===== src/hw/rtcft_params.svh =====
// Constants for the fixed-cycle timer block of the real time clock.
// Assumes a 25 MHz APB clock; included by the timer module only.
// What this block does
// Setting the run bit starts the countdown from the preset, never a partial count.
// Decrement once per selected tick; event when count goes from one to zero.
// After each event reload the preset and keep counting, repeating.
// Each event sets the timer flag; it stays set until software writes zero.
// Event pulls the interrupt pin low only when timer interrupt enable is set.
// Pin stays low at most the auto-release time, then floats; next event pulls again.
// Writing zero to the run bit stops counting and releases the pin.
// Clearing the timer flag releases a low pin at once.
// Clearing the timer interrupt enable releases a low pin at once.
// Source select: 00 4096 Hz, 01 64 Hz, 10 second update, 11 minute update.
// Auto-release 122 us with 4096 Hz source, 7.8125 ms with the others.
// Under clock halt or sub-second reset, only the 4096 Hz source keeps running.
// Second and minute sources step exactly on the calendar update instants.
// Twelve-bit preset: low register bits 7:0, high register bits 3:0; upper nibble is RAM.
// Fixed-zero bits ignore writes and read as zero.
// Software may use the preset registers as RAM after stopping the timer.
// Software should clear run and interrupt enable before changing settings.
// Sub-second reset bit clears the sub-second divider; chip enable low ends it.
// Interrupt pin is shared with update, alarm and event requests, ORed.
// Each register answers at its lower and upper bank offset, same storage.
`ifndef RTCFT_PARAMS_SVH
`define RTCFT_PARAMS_SVH

// Register indexes; byte address is four times the index
`define RTCFT_IDX_PRESET_LO 6'h0b
`define RTCFT_IDX_PRESET_HI 6'h0c
`define RTCFT_IDX_EXT_CTRL  6'h0d
`define RTCFT_IDX_FLAGS     6'h0e
`define RTCFT_IDX_IRQ_CTRL  6'h0f
`define RTCFT_IDX_BANK_BIT  4

// Extension control fields
`define RTCFT_EXT_RUN_BIT   4
`define RTCFT_EXT_TSEL_HI   1
`define RTCFT_EXT_TSEL_LO   0
// Flag fields; bits 7:6 fixed zero
`define RTCFT_FLG_TF_BIT    4
`define RTCFT_FLG_ZERO_MASK 8'hc0
// Interrupt control fields; bit 1 fixed zero
`define RTCFT_CTL_TIE_BIT   4
`define RTCFT_CTL_RST_BIT   0
`define RTCFT_CTL_ZERO_MASK 8'h02

`define RTCFT_RESET_BYTE    8'h00

// Timing
`define RTCFT_PCLK_NS       40
`define RTCFT_RTN_FAST_NS   122000
`define RTCFT_RTN_SLOW_NS   7812500
`define RTCFT_RTN_FAST_CYC  (`RTCFT_RTN_FAST_NS / `RTCFT_PCLK_NS)
`define RTCFT_RTN_SLOW_CYC  (`RTCFT_RTN_SLOW_NS / `RTCFT_PCLK_NS)

`endif


===== src/hw/rtcft_pkg.sv =====
// Types for the fixed-cycle timer block.
// Assumes rtcft_params.svh is on the include path.
package rtcft_pkg;

    // Tick enables from the calendar divider chain, one-cycle pulses on pclk
    typedef struct packed {
        logic tick_4096;
        logic tick_64;
        logic sec_update;
        logic min_update;
    } rtcft_ticks_t;

    // Shared interrupt requests of the other calendar functions
    typedef struct packed {
        logic update_req;
        logic alarm_req;
        logic event_req;
    } rtcft_irq_reqs_t;

    typedef enum logic [5:0] {
        RTCFT_SEL_NONE = 6'b000001,
        RTCFT_SEL_PLO  = 6'b000010,
        RTCFT_SEL_PHI  = 6'b000100,
        RTCFT_SEL_EXT  = 6'b001000,
        RTCFT_SEL_FLG  = 6'b010000,
        RTCFT_SEL_CTL  = 6'b100000
    } rtcft_sel_t;

    typedef enum logic [1:0] {
        RTCFT_PIN_FLOAT = 2'b01,
        RTCFT_PIN_LOW   = 2'b10
    } rtcft_pin_t;

endpackage


===== src/hw/rtcft_timer.sv =====
// Fixed-cycle timer of the real time clock: preset, countdown, flag, pin release.
// Assumes tick pulses and other interrupt requests come from logic on pclk;
// the chip enable pin is asynchronous and is synchronised here.
`timescale 1ns/1ns
`default_nettype none
`include "rtcft_params.svh"

module rtcft_timer
    import rtcft_pkg::*;
#(
    parameter int unsigned RTN_SLOW_CYC = `RTCFT_RTN_SLOW_CYC
) (
    input  wire logic            pclk,
    input  wire logic            presetn,
    input  wire logic            psel,
    input  wire logic            penable,
    input  wire logic            pwrite,
    input  wire logic [7:0]      paddr,
    input  wire logic [31:0]     pwdata,
    input  wire logic [3:0]      pstrb,
    output logic      [31:0]     prdata,
    output logic                 pready,
    output logic                 pslverr,
    input  wire rtcft_ticks_t    ticks,
    input  wire rtcft_irq_reqs_t other_reqs,
    input  wire logic [4:0]      other_flags,
    input  wire logic            clock_halt,
    input  wire logic            chip_enable,
    output logic                 subsec_reset,
    output logic                 irq_n_out,
    output logic                 irq_n_oe
);

    // ----------------------------------------------------------------
    // Register bus
    // ----------------------------------------------------------------

    localparam logic [17:0] RTN_FAST = 18'(`RTCFT_RTN_FAST_CYC);
    localparam logic [17:0] RTN_SLOW = 18'(RTN_SLOW_CYC);

    logic [7:0]  preset_lo;
    logic [7:0]  preset_hi;
    logic [7:0]  ext_ctrl;
    logic [7:0]  irq_ctrl;
    logic        timer_event_flag;
    logic [11:0] count;
    logic        run_d;
    logic [17:0] rtn_cnt;
    logic        ce_meta;
    logic        ce_sync;
    rtcft_pin_t  pin_state;
    rtcft_sel_t  sel;
    logic        wr_en;
    logic [7:0]  wbyte;
    logic [7:0]  flags_view;

    // Both banks map to the same storage; bit 4 of the index is ignored
    function automatic rtcft_sel_t decode(input logic [7:0] addr);
        logic [5:0] idx;
        idx = addr[7:2];
        idx[`RTCFT_IDX_BANK_BIT] = 1'b0;
        decode = RTCFT_SEL_NONE;
        if (addr[1:0] == 2'h0 && addr[7] == 1'b0) begin
            case (idx)
                `RTCFT_IDX_PRESET_LO: decode = RTCFT_SEL_PLO;
                `RTCFT_IDX_PRESET_HI: decode = RTCFT_SEL_PHI;
                `RTCFT_IDX_EXT_CTRL:  decode = RTCFT_SEL_EXT;
                `RTCFT_IDX_FLAGS:     decode = RTCFT_SEL_FLG;
                `RTCFT_IDX_IRQ_CTRL:  decode = RTCFT_SEL_CTL;
                default:              decode = RTCFT_SEL_NONE;
            endcase
        end
    endfunction

    // Zero-wait slave: data is latched in setup, so access always ends at once
    assign sel     = decode(paddr);
    assign pready  = 1'b1;
    assign pslverr = psel & penable & (sel == RTCFT_SEL_NONE);
    assign wr_en   = psel & penable & pwrite & pstrb[0];
    assign wbyte   = pwdata[7:0];

    wire timer_run   = ext_ctrl[`RTCFT_EXT_RUN_BIT];
    wire [1:0] tsel  = ext_ctrl[`RTCFT_EXT_TSEL_HI:`RTCFT_EXT_TSEL_LO];
    wire timer_irq_enable = irq_ctrl[`RTCFT_CTL_TIE_BIT];
    wire [11:0] preset = {preset_hi[3:0], preset_lo};

    wire wr_plo = wr_en & (sel == RTCFT_SEL_PLO);
    wire wr_phi = wr_en & (sel == RTCFT_SEL_PHI);
    wire wr_ext = wr_en & (sel == RTCFT_SEL_EXT);
    wire wr_flg = wr_en & (sel == RTCFT_SEL_FLG);
    wire wr_ctl = wr_en & (sel == RTCFT_SEL_CTL);

    // Only the timer flag is held here; the rest belong to the calendar
    assign flags_view = {2'h0, other_flags[4], timer_event_flag, other_flags[3:0]};

    // Read data latched in the setup phase
    always_ff @(posedge pclk or negedge presetn) begin
        if (!presetn) begin
            prdata <= 32'h00000000;
        end else if (psel && !penable && !pwrite) begin
            case (sel)
                RTCFT_SEL_PLO: prdata <= {24'h000000, preset_lo};
                RTCFT_SEL_PHI: prdata <= {24'h000000, preset_hi};
                RTCFT_SEL_EXT: prdata <= {24'h000000, ext_ctrl};
                RTCFT_SEL_FLG: prdata <= {24'h000000, flags_view};
                RTCFT_SEL_CTL: prdata <= {24'h000000, irq_ctrl};
                default:       prdata <= 32'h00000000;
            endcase
        end
    end

    // Preset registers, plain storage when the timer is idle
    always_ff @(posedge pclk or negedge presetn) begin
        if (!presetn) begin
            preset_lo <= `RTCFT_RESET_BYTE;
            preset_hi <= `RTCFT_RESET_BYTE;
        end else begin
            if (wr_plo) begin
                preset_lo <= wbyte;
            end
            if (wr_phi) begin
                preset_hi <= wbyte;
            end
        end
    end

    // Extension control holds run bit and source select
    always_ff @(posedge pclk or negedge presetn) begin
        if (!presetn) begin
            ext_ctrl <= `RTCFT_RESET_BYTE;
        end else if (wr_ext) begin
            ext_ctrl <= wbyte;
        end
    end

    // ----------------------------------------------------------------
    // Sub-second reset and chip enable
    // ----------------------------------------------------------------

    // Chip enable pin comes from outside; two stages before use
    always_ff @(posedge pclk or negedge presetn) begin
        if (!presetn) begin
            ce_meta <= 1'b0;
            ce_sync <= 1'b0;
        end else begin
            ce_meta <= chip_enable;
            ce_sync <= ce_meta;
        end
    end

    // Interrupt control; reset bit self-clears once chip enable goes low
    always_ff @(posedge pclk or negedge presetn) begin
        if (!presetn) begin
            irq_ctrl <= `RTCFT_RESET_BYTE;
        end else if (wr_ctl) begin
            irq_ctrl <= wbyte & ~`RTCFT_CTL_ZERO_MASK;
        end else if (!ce_sync) begin
            irq_ctrl[`RTCFT_CTL_RST_BIT] <= 1'b0;
        end
    end

    assign subsec_reset = irq_ctrl[`RTCFT_CTL_RST_BIT];

    // ----------------------------------------------------------------
    // Countdown
    // ----------------------------------------------------------------

    logic sel_tick;
    // Second and minute pulses are the calendar's own update strobes
    always_comb begin
        case (tsel)
            2'h0:    sel_tick = ticks.tick_4096;
            2'h1:    sel_tick = ticks.tick_64;
            2'h2:    sel_tick = ticks.sec_update;
            2'h3:    sel_tick = ticks.min_update;
            default: sel_tick = 1'b0;
        endcase
    end

    // Halted timekeeping freezes every source except the raw 4096 Hz one
    wire halted     = clock_halt | subsec_reset;
    wire may_count  = !halted || tsel == 2'h0;
    wire start      = timer_run & ~run_d;
    wire step       = timer_run & ~start & may_count & sel_tick;
    wire timer_evt  = step & (count == 12'h001);

    always_ff @(posedge pclk or negedge presetn) begin
        if (!presetn) begin
            run_d <= 1'b0;
        end else begin
            run_d <= timer_run;
        end
    end

    // Preset 0 never fires: it just reloads itself each tick
    always_ff @(posedge pclk or negedge presetn) begin
        if (!presetn) begin
            count <= 12'h000;
        end else if (start) begin
            count <= preset;
        end else if (step) begin
            if (count <= 12'h001) begin
                count <= preset;
            end else begin
                count <= count - 12'h001;
            end
        end
    end

    // Set wins over a clear in the same cycle
    always_ff @(posedge pclk or negedge presetn) begin
        if (!presetn) begin
            timer_event_flag <= 1'b0;
        end else if (timer_evt) begin
            timer_event_flag <= 1'b1;
        end else if (wr_flg && !wbyte[`RTCFT_FLG_TF_BIT]) begin
            timer_event_flag <= 1'b0;
        end
    end

    // ----------------------------------------------------------------
    // Interrupt pin
    // ----------------------------------------------------------------

    wire tf_fall  = timer_event_flag & wr_flg & ~wbyte[`RTCFT_FLG_TF_BIT] & ~timer_evt;
    wire tie_fall = timer_irq_enable & wr_ctl & ~wbyte[`RTCFT_CTL_TIE_BIT];
    wire te_off   = wr_ext & ~wbyte[`RTCFT_EXT_RUN_BIT];
    wire cancel   = tf_fall | tie_fall | te_off;
    wire pull     = timer_evt & timer_irq_enable & ~cancel;

    // Low for the release time of the active source, or until cancelled
    always_ff @(posedge pclk or negedge presetn) begin
        if (!presetn) begin
            pin_state <= RTCFT_PIN_FLOAT;
            rtn_cnt   <= 18'h00000;
        end else begin
            case (pin_state)
                RTCFT_PIN_FLOAT: begin
                    if (pull) begin
                        pin_state <= RTCFT_PIN_LOW;
                        rtn_cnt   <= (tsel == 2'h0) ? RTN_FAST : RTN_SLOW;
                    end
                end
                RTCFT_PIN_LOW: begin
                    if (cancel) begin
                        pin_state <= RTCFT_PIN_FLOAT;
                    end else if (pull) begin
                        rtn_cnt <= (tsel == 2'h0) ? RTN_FAST : RTN_SLOW;
                    end else if (rtn_cnt <= 18'h00001) begin
                        pin_state <= RTCFT_PIN_FLOAT;
                    end else begin
                        rtn_cnt <= rtn_cnt - 18'h00001;
                    end
                end
                default: pin_state <= RTCFT_PIN_FLOAT;
            endcase
        end
    end

    wire timer_pull = (pin_state == RTCFT_PIN_LOW);

    // Open drain: drive low only, any enabled source pulls
    assign irq_n_out = 1'b0;
    assign irq_n_oe  = timer_pull | other_reqs.update_req | other_reqs.alarm_req
                     | other_reqs.event_req;

    logic [17:0] low_cycles;
    // Counts how long the timer has held the pin low
    always_ff @(posedge pclk or negedge presetn) begin
        if (!presetn) begin
            low_cycles <= 18'h00000;
        end else if (pull || !timer_pull) begin
            low_cycles <= 18'h00000;
        end else begin
            low_cycles <= low_cycles + 18'h00001;
        end
    end
endmodule
`default_nettype wire


===== config.mk =====
export PLATFORM = sky130hd
export DESIGN_NAME = rtcft_timer
export DESIGN_NICKNAME = d
export VERILOG_FILES = /design/src/hw/rtcft_pkg.sv /design/src/hw/rtcft_timer.sv
export VERILOG_INCLUDE_DIRS = /design/src /design/src/hw
export SDC_FILE = /design/constraint.sdc
export NUM_CORES = 1
export LEC_CHECK = 0
export BUFFER_PORTS_ARGS = -buffer_cell sky130_fd_sc_hd__buf_2
export CORE_ASPECT_RATIO = 0.75
export CORE_MARGIN = 10
export CORE_UTILIZATION = 61
export CTS_BUF_LIST = sky130_fd_sc_hd__clkbuf_8
export DETAILED_ROUTE_END_ITERATION = 8
export PLACE_DENSITY_LB_ADDON = 0.08
export REMOVE_ABC_BUFFERS = 1
export SLEW_MARGIN = 20
export SYNTH_ARGS = -nofsm -noshare
export SYNTH_HDL_FRONTEND = slang
export SYNTH_SLANG_ARGS = --single-unit

===== constraint.sdc =====
create_clock -name pclk -period 4.38 [get_ports pclk]
set_clock_uncertainty 0.05 [all_clocks]
set_input_delay 0.876 -clock pclk [delete_from_list [all_inputs] [get_ports pclk]]
set_output_delay 0.876 -clock pclk [all_outputs]
set_load 0.1 [all_outputs]

=== Word level (Yosys, flattened, before mapping) ===
Cells that the tools add are included.
Widths: inputs -> output; s select.

* Register bits after elaboration: 99
* Input bits: 63
* Logic and storage cells: 112

* Add/subtract/negate cells: 2
* Order comparisons: 2
* Eq/ne operators: 23
* Mux-type cells: 22
* Bitwise gates (word level): 34
* Reduce and logical (&&, ||, !) cells: 16

{| class="wikitable"
|+ Operator list
! operator !! number
|-
| $mux 18 || 5
|-
| $pmux 8 s5 || 1
|-
| $mux 12 || 3
|-
| $pmux 18 s2 || 1
|-
| $pmux 6 s5 || 1
|-
| $eq 5x4->1 const B || 5
|-
| $and 1x1->1 || 22
|-
| $le 18x1->1 const B || 1
|-
| $sub 18x1->18 const B || 1
|-
| $eq 12x1->1 const B || 1
|-
| $le 12x1->1 const B || 1
|-
| $sub 12x1->12 const B || 1
|-
| $mux 2 || 4
|-
| $eq 2x2->1 const B || 3
|-
| $eq 6x1->1 const B || 1
|-
| $eq 6x2->1 const B || 1
|-
| $eq 6x3->1 const B || 1
|-
| $eq 6x4->1 const B || 1
|-
| $eq 6x5->1 const B || 1
|-
| $eq 6x6->1 const B || 1
|-
| $mux 6 || 1
|-
| $ne 3x3->1 const B || 2
|-
| $not 1->1 || 6
|-
| $or 1x1->1 || 6
|-
| other kinds (14) || 28
|}

=== Longest topological paths before layout ===
Gate-level depths: netlist (run 1).

* Depth in word-level cells: 16
* Gate-level depth with buffers: 8
* Mapped depth without buffers: 8

=== Worst setup path before layout (run 1) ===
No wires, ideal clock.

* Path type: input to output
* From: input port paddr[5]
* To: output port pslverr
* Arrival time: 3.490 ns
* Path slack: -0.036 ns
* Stages on the path: 4
* Cell sequence: or4b_1 -> clkbuf_1 -> nor3_1 -> nor3_1

* Word-level cells in the longest chain between the ends: 5
* Elaborated cells between the ends (all ways): 9
* Classes of those cells: 6 x eq/ne; 2 x mux; 1 x bitwise

{| class="wikitable"
|+ RTL lines
! element !! RTL line !! source
|-
| from (decl) || rtcft_timer.sv:18 || <nowiki>input wire logic [7:0] paddr,</nowiki>
|-
| $eq 5x4->1 || rtcft_timer.sv:64 || <nowiki>case (idx)</nowiki>
|-
| $pmux 6 s5 * || rtcft_timer.sv:64 ||
|-
| $mux 6 * || rtcft_timer.sv:63 || <nowiki>if (addr[1:0] == 2'h0 && addr[7] == 1'b0) begin</nowiki>
|-
| $eq 6x1->1 * || rtcft_timer.sv:78 || <nowiki>assign pslverr = psel & penable & (sel == RTCFT_SEL_NONE);</nowiki>
|-
| $and 1x1->1 * || rtcft_timer.sv:78 ||
|-
| to (decl) || rtcft_timer.sv:23 || <nowiki>output logic pslverr,</nowiki>
|}

Mark *: on every way between the ends. The rest lies on a longest branch, timed or not.

=== Worst setup path in the final report (run 1) ===
* From: input port paddr[7]
* To: output port pslverr

* Word-level cells in the longest chain between the ends: 5
* Elaborated cells between the ends (all ways): 11
* Classes of those cells: 6 x eq/ne; 2 x mux; 2 x bitwise; 1 x reduce/logical

{| class="wikitable"
|+ RTL lines
! element !! RTL line
|-
| $eq 5x4->1 or $not 1->1 (tied branches) || rtcft_timer.sv:64, rtcft_timer.sv:63
|-
| $pmux 6 s5 or $logic_and 1x1->1 (tied branches) || rtcft_timer.sv:64, rtcft_timer.sv:63
|-
| $mux 6 * || rtcft_timer.sv:63
|-
| $eq 6x1->1 * || rtcft_timer.sv:78
|-
| $and 1x1->1 * || rtcft_timer.sv:78
|}

Marked as above.

==> results of run 1 <==
## metrics by stage
step	std cells	utilization, %	worst slack (ns)
floorplan	436	-	0.0730
global placement	589	64.8	0.961
detailed placement	589	64.8	0.989
CTS	605	67.6	0.972
global route	605	67.6	0.794
finish	605	67.6	0.933
## area by class of cell
cell class	count	area, µm²	share of cell area [%]
repair buffers	52	280	5.71
clock buffers	11	151	3.08
multi-input cells	346	2370	48.2
well taps	101	126	2.57
clock inverters	5	52.6	1.07
flip-flops and latches	75	1880	38.2
inverters	15	56.3	1.15
## critical path, stage by stage
cell and delay [ns]:
buf_2 0.10, nor4b_1 0.59, and2_1 0.49, nor3_1 0.13, buf_2 0.32
## cell usage after synthesis, drive strengths merged, types with 3 or more instances
cell | n | area (µm²)
or3 | 7 | 43.8
and2 | 5 | 31.3
nand2 | 34 | 128
a21oi | 9 | 48.8
clkbuf | 14 | 52.6
nor2b | 4 | 25.0
o21ai | 29 | 145
o31ai | 5 | 42.5
dfrtp | 74 | 1850
mux2 | 27 | 304
or2 | 4 | 25.0
mux2i | 24 | 240
nor3 | 25 | 130
or4 | 9 | 78.8
a41oi | 3 | 26.3
nand3 | 9 | 45.0
nand4 | 4 | 25.0
o2bb2ai | 4 | 35.0
a211oi | 6 | 50.1
buf | 31 | 238
nor2 | 28 | 105
ha | 4 | 50.1
a221oi | 6 | 52.6
o22ai | 10 | 62.6
nor4 | 13 | 106
or4b | 3 | 30.0
a2bb2oi | 6 | 52.6
inv | 15 | 56.3
nor3b | 4 | 30.0
## final timing paths
check / start / endpoint / slack (ns) / cells past startpoint
worst min register to register: ce_meta / ce_sync / 0.31 / 0
worst max-delay path: paddr[7] / pslverr / 0.93 / 5
worst min-delay path: ce_meta / ce_sync / 0.31 / 0
min in group asynchronous: presetn / count[10] / 0.61 / 1
max in group asynchronous: presetn / preset_hi[4] / 3.01 / 1
worst max register to register: count[1] / rtn_cnt[1] / 1.08 / 7
## cell families after synthesis
logic type	Yosys count	synth area share (%)
AND/OR/NAND/NOR	157	19.2
AO/OA/AOI/OAI	106	17.2
flip-flops	75	41.8
buffers and inverters	60	7.71
multiplexers	52	12.6
adder cells (fa/ha/maj)	4	1.11
other	2	0.167
XOR/XNOR	1	0.195
## where the power goes
part           switching, mW  internal [mW]
logic                  0.314          0.174
clock network          0.259          0.292
registers             0.0968          0.769
total                  0.670           1.23
## sequential cells by signal (all words and copies together), names as in the netlist, 2 cells and up
register / count
count: 12
ext_ctrl: 8
prdata: 8
rtn_cnt: 18
pin_state: 2
irq_ctrl: 7
preset_lo: 8
preset_hi: 8
## layout by cell type (no fill, tap or decap), drive strengths merged, types with 5 or more instances in the layout
cell     Yosys  layout
mux2        27      27
or4          9       9
o31ai        5       5
a2bb2oi      6       6
or3          7       7
nor2        28      28
nor4        13      13
dfrtp       74      74
nand2       34      34
mux2i       24      24
a21oi        9       9
a221oi       6       6
nor3        25      25
and2         5       5
o21ai       29      29
inv         15      16
conb         2      26
a211oi       6       6
nand3        9       9
clkbuf      14      11
buf         31      52
o22ai       10      10
## layer usage
metal	track usage [%]	vias to the layer above	routed length, µm
li1	-	1754	-
met3	7.45	6	1130
met5	0	-	0
met2	30.7	195	5150
met1	30.0	1848	5380
met4	4.26	0	48
==> run metrics, run 1 <==
actual transition at the worst max-transition pin 1.05 ns; First-pass DRT Iterations 5; TNS Setup 0 ns; status complete, no violations; Starting Density 61.9%; final slew viol count 0; RSZ-0062 raised after global routing no; hpwl dp around 8.4 mm; max-cap violations 0; Residual DRC 0; Pwr Total 1.90 mW; Post-synth ARST share 100%; # Post-CTS Setup Buffers 0; Final period util 78.7%; Iter 0 DRT Violations 424; largest net degree at the start of global routing 76; peak supply drop 0.231 mV; average cell area after synthesis 9.83 µm²; Mapped Cells 457; GRT overflow 0; Vias 3803; Vias/cell 6.29; nets@finish ~570; CTS sink count 75; Skew-Pair Late Insertion Delay around 0.34 ns; FMAX a little under 300 MHz; fill cell count 599; CTS clk-pin slew, worst paths approximately 0.08 ns; Synth warnings 0; CTS tree done; Crit path arrival time between 2 and 3 ns; core area 0.00726 mm²; Inserted Clock Buffers 9; Top FF cell, synth dfrtp_1; Hold Crit Class reg2reg; initial antenna violation count 0; CTS root buf clkbuf_8; # IOs 100; final wirelength 11.7 mm; Final GP Congestion 0.869; Post-CTS Resized 0; critical path data required time about 3.5 ns; Yosys cell types between 60 and 70; Crit. End Element output port; H-tree levels 3; Power Dens Cells 388 mW/mm²; cts hold-fix bufs 0; register bit total from synthesis 75; Slew HR between 20% and 30%; vias in the first global route 3713; die width 119 µm; IO Port Bufs 45; startpoint types input pin; Area Growth Syn to Fin 9.30%; critical path type in2out; layout cells sized above 1 between 20% and 30%; Post-DP Area ~0.0047 mm²; full die area 0.0112 mm²; die height 94.3 µm; global-route total usage across every layer around a fifth; final critical-path required period approximately 3.4 ns; post-synthesis sequential area ratio 41.8%; # rows 27; remaining antenna violation count 0; Post-synth EDFFs 0; first-pass GRT wire length just under 20 mm; Lkg Pwr 2.20 nW; CTS Buffer Depth 2; worst hold margin a little over 0.3 ns; Wirelength per Cell 19.4 µm; Final Cell Area 0.00491 mm²; Worst Path Max Fanout 8; endpoints failing hold 0; Antenna diodes 0; Final Setup Violations 0; Syn Std Cell Area around 0.0045 mm²
No activity file was read; power rests on OpenSTA's default activity.
==> run 2: changes to the inputs <==
- CORE_UTILIZATION: 61 -> 51
- clock period: 4.38 -> 2.8 ns (I/O delays scaled with it)
==> run 2 against run 1 <==
Clock power up 85%. Largest cell class unchanged. Largest power group unchanged. Non-clock buffer count up 14. Combinational power increased by 66%. Critical path depth grew 2. Power rose by 67%. Critical endpoint is now rtn_cnt[17]. Die area grew 16%.
==> run metrics, run 2 (same netlist as run 1, synthesis figures left out) <==
largest reg by FF count rtn_cnt (unchanged); GRT overflow 0 (unchanged); pre-CTS setup slack 0.0595 ns (was 0.989 ns); die height 101 µm (was 94.3 µm); crit-path cells inv_1 -> ha_1 -> or4b_4 -> or4_4 -> or3_1 -> a2bb2oi_1 -> o32ai_2 (was buf_2 -> nor4b_1 -> and2_1 -> nor3_1 -> buf_2); actual transition at the worst max-transition pin 0.666 ns (was 1.05 ns); Iter 0 DRT Violations 350 (was 424); remaining antenna violation count 0 (unchanged); crit-path max cell delay 0.55 ns (was 0.59 ns); final critical-path required period 2.66 ns; # IOs 100 (unchanged); max-cap violations 0 (unchanged); final wirelength 12.0 mm (was 11.7 mm); CTS Buffer Depth 2 (unchanged); CTS tree done (unchanged); Register-to-Register Path Depth 7 (unchanged); final slew viol count 0 (unchanged); biggest registers after layout rtn_cnt x18, count x12 (unchanged); RSZ-0062 raised after global routing no (unchanged); Reg2Reg Setup Slack 0.14 ns (was 1.08 ns); FMAX 376 MHz; Final Cell Area 0.00512 mm² (was 0.00491 mm²); hpwl dp 8.89 mm (was 8.44 mm); global-route total usage across every layer 18.6% (was 21.2%); Worst Path Max Fanout 4 (was 8); H-tree levels 3 (unchanged); Pwr Total 3.17 mW (was 1.90 mW); CTS root buf clkbuf_8 (unchanged); initial antenna violation count 0 (unchanged); Slew HR 55.6% (was 29.4%); Crit. End Element flop (was output port); Hold Crit Class in2async (was reg2reg); final worst setup slack 0.139 ns (was 0.933 ns); Lkg Pwr 2.29 nW (was 2.20 nW); IO Port Bufs 45 (unchanged); worst r2r src count[1] (unchanged); Vias/cell 6.06 (was 6.29); # rows 29 (was 27); CTS sink count 75 (unchanged); Final GP Congestion 0.844 (was 0.869); critical path data required time 3.01 ns (was 3.45 ns); Final period util 95.0%; Post-DP Area 0.00483 mm² (was 0.00471 mm²); worst reg2reg path endpoint rtn_cnt[17] (was rtn_cnt[1]); Inserted Clock Buffers 9 (unchanged); Core Util, Final 60.0% (was 67.6%); Final Setup Violations 0 (unchanged); CTS clk-pin slew, worst paths 0.08 ns (about the same); largest net degree at the start of global routing 47 (was 76); first-pass GRT wire length 19.5 mm (was 19.4 mm); die width 128 µm (was 119 µm); First-pass DRT Iterations 6 (was 5); Vias 3791 (was 3803); core area 0.00853 mm² (was 0.00726 mm²); critical path type reg2reg (was in2out); Residual DRC 0 (unchanged); Skew-Pair Late Insertion Delay 0.36 ns (was 0.34 ns); number of flip-flops in the largest register 18 (unchanged); nets@finish 580 (was 566); Starting Density 52.7% (was 61.9%); vias in the first global route 3717 (was 3713); Wirelength per Cell 19.1 µm (was 19.4 µm); worst hold margin 0.180 ns (was 0.310 ns); startpoint types flop (was input pin); peak supply drop 0.485 mV (was 0.231 mV); Antenna diodes 0 (unchanged); layout cells sized above 1 25.3% (was 23.0%); Power Dens Cells 620 mW/mm² (was 388 mW/mm²); full die area 0.0130 mm² (was 0.0112 mm²); commonest non-fill, non-tap cell in the layout dfrtp_1 (unchanged); status complete, no violations (unchanged); Area Growth Syn to Fin 13.9% (was 9.30%); Crit-path slowest cell or4_4 (was nor4b_1); most frequent cells in the layout dfrtp_1 (74), buf_2 (44), nand2_1 (34), o21ai_0 (29) (unchanged); endpoints failing hold 0 (unchanged); Crit path arrival time 2.88 ns (was 2.52 ns)
## run 2: repair_timing
item | 4_1_cts | 5_1_grt
hold buffers | 0 | 0
resized for setup | 0 | 6
endpoints found under the setup margin | 0 | 20
buffers inserted | 0 | 0
## run 2: through the flow
step                std cells  setup TNS, ns
floorplan                 436          -8.08
global placement          610              0
detailed placement        610              0
CTS                       626              0
global route              626              0
finish                    626              0
## run 2: routing by layer
metal / global-route usage (%) / vias to the layer above / routed length [µm]
met5: 0 / - / 0
met4: 4.75 / 0 / 113
met3: 6.05 / 10 / 1040
met2: 26.9 / 170 / 5030
met1: 26.1 / 1831 / 5770
li1: - / 1780 / -
## run 2: critical path, delay by kind of cell, from the launching register on
kind	cells	cell delay [ns]
AND/OR/NAND/NOR	3	1.45
AO/OA/AOI/OAI	2	0.44
flip-flops	1	0.41
adder cells (fa/ha/maj)	1	0.13
buffers and inverters	1	0.09
## run 2: power breakdown
part | switching [mW] | leakage (nW) | internal (mW) | total (mW)
Sequential | 0.139 | 0.976 | 1.20 | 1.34
Combinational | 0.520 | 1.19 | 0.292 | 0.811
Clock | 0.408 | 0.125 | 0.610 | 1.02
Total | 1.07 | 2.29 | 2.10 | 3.17
## run 2: layout make-up
cell class,instances,area [µm²]
inverter,15,56.3
multi-input combinational,346,2410
tap,108,135
timing repair buffer,66,398
sequential,75,1880
clock buffer,10,138
fill,727,3410
clock inverter,6,105
## run 2: how the worst max path moves through the flow
stage	from	end	slack, ns	depth (start not counted)
finish	count[1]	rtn_cnt[17]	0.14	7
detailed placement	count[1]	rtn_cnt[17]	0.06	8
global placement	count[1]	rtn_cnt[17]	0.08	8
global route	count[0]	count[3]	0.005	8
floorplan	paddr[5]	pslverr	-0.87	3
CTS	count[1]	rtn_cnt[17]	0.04	8
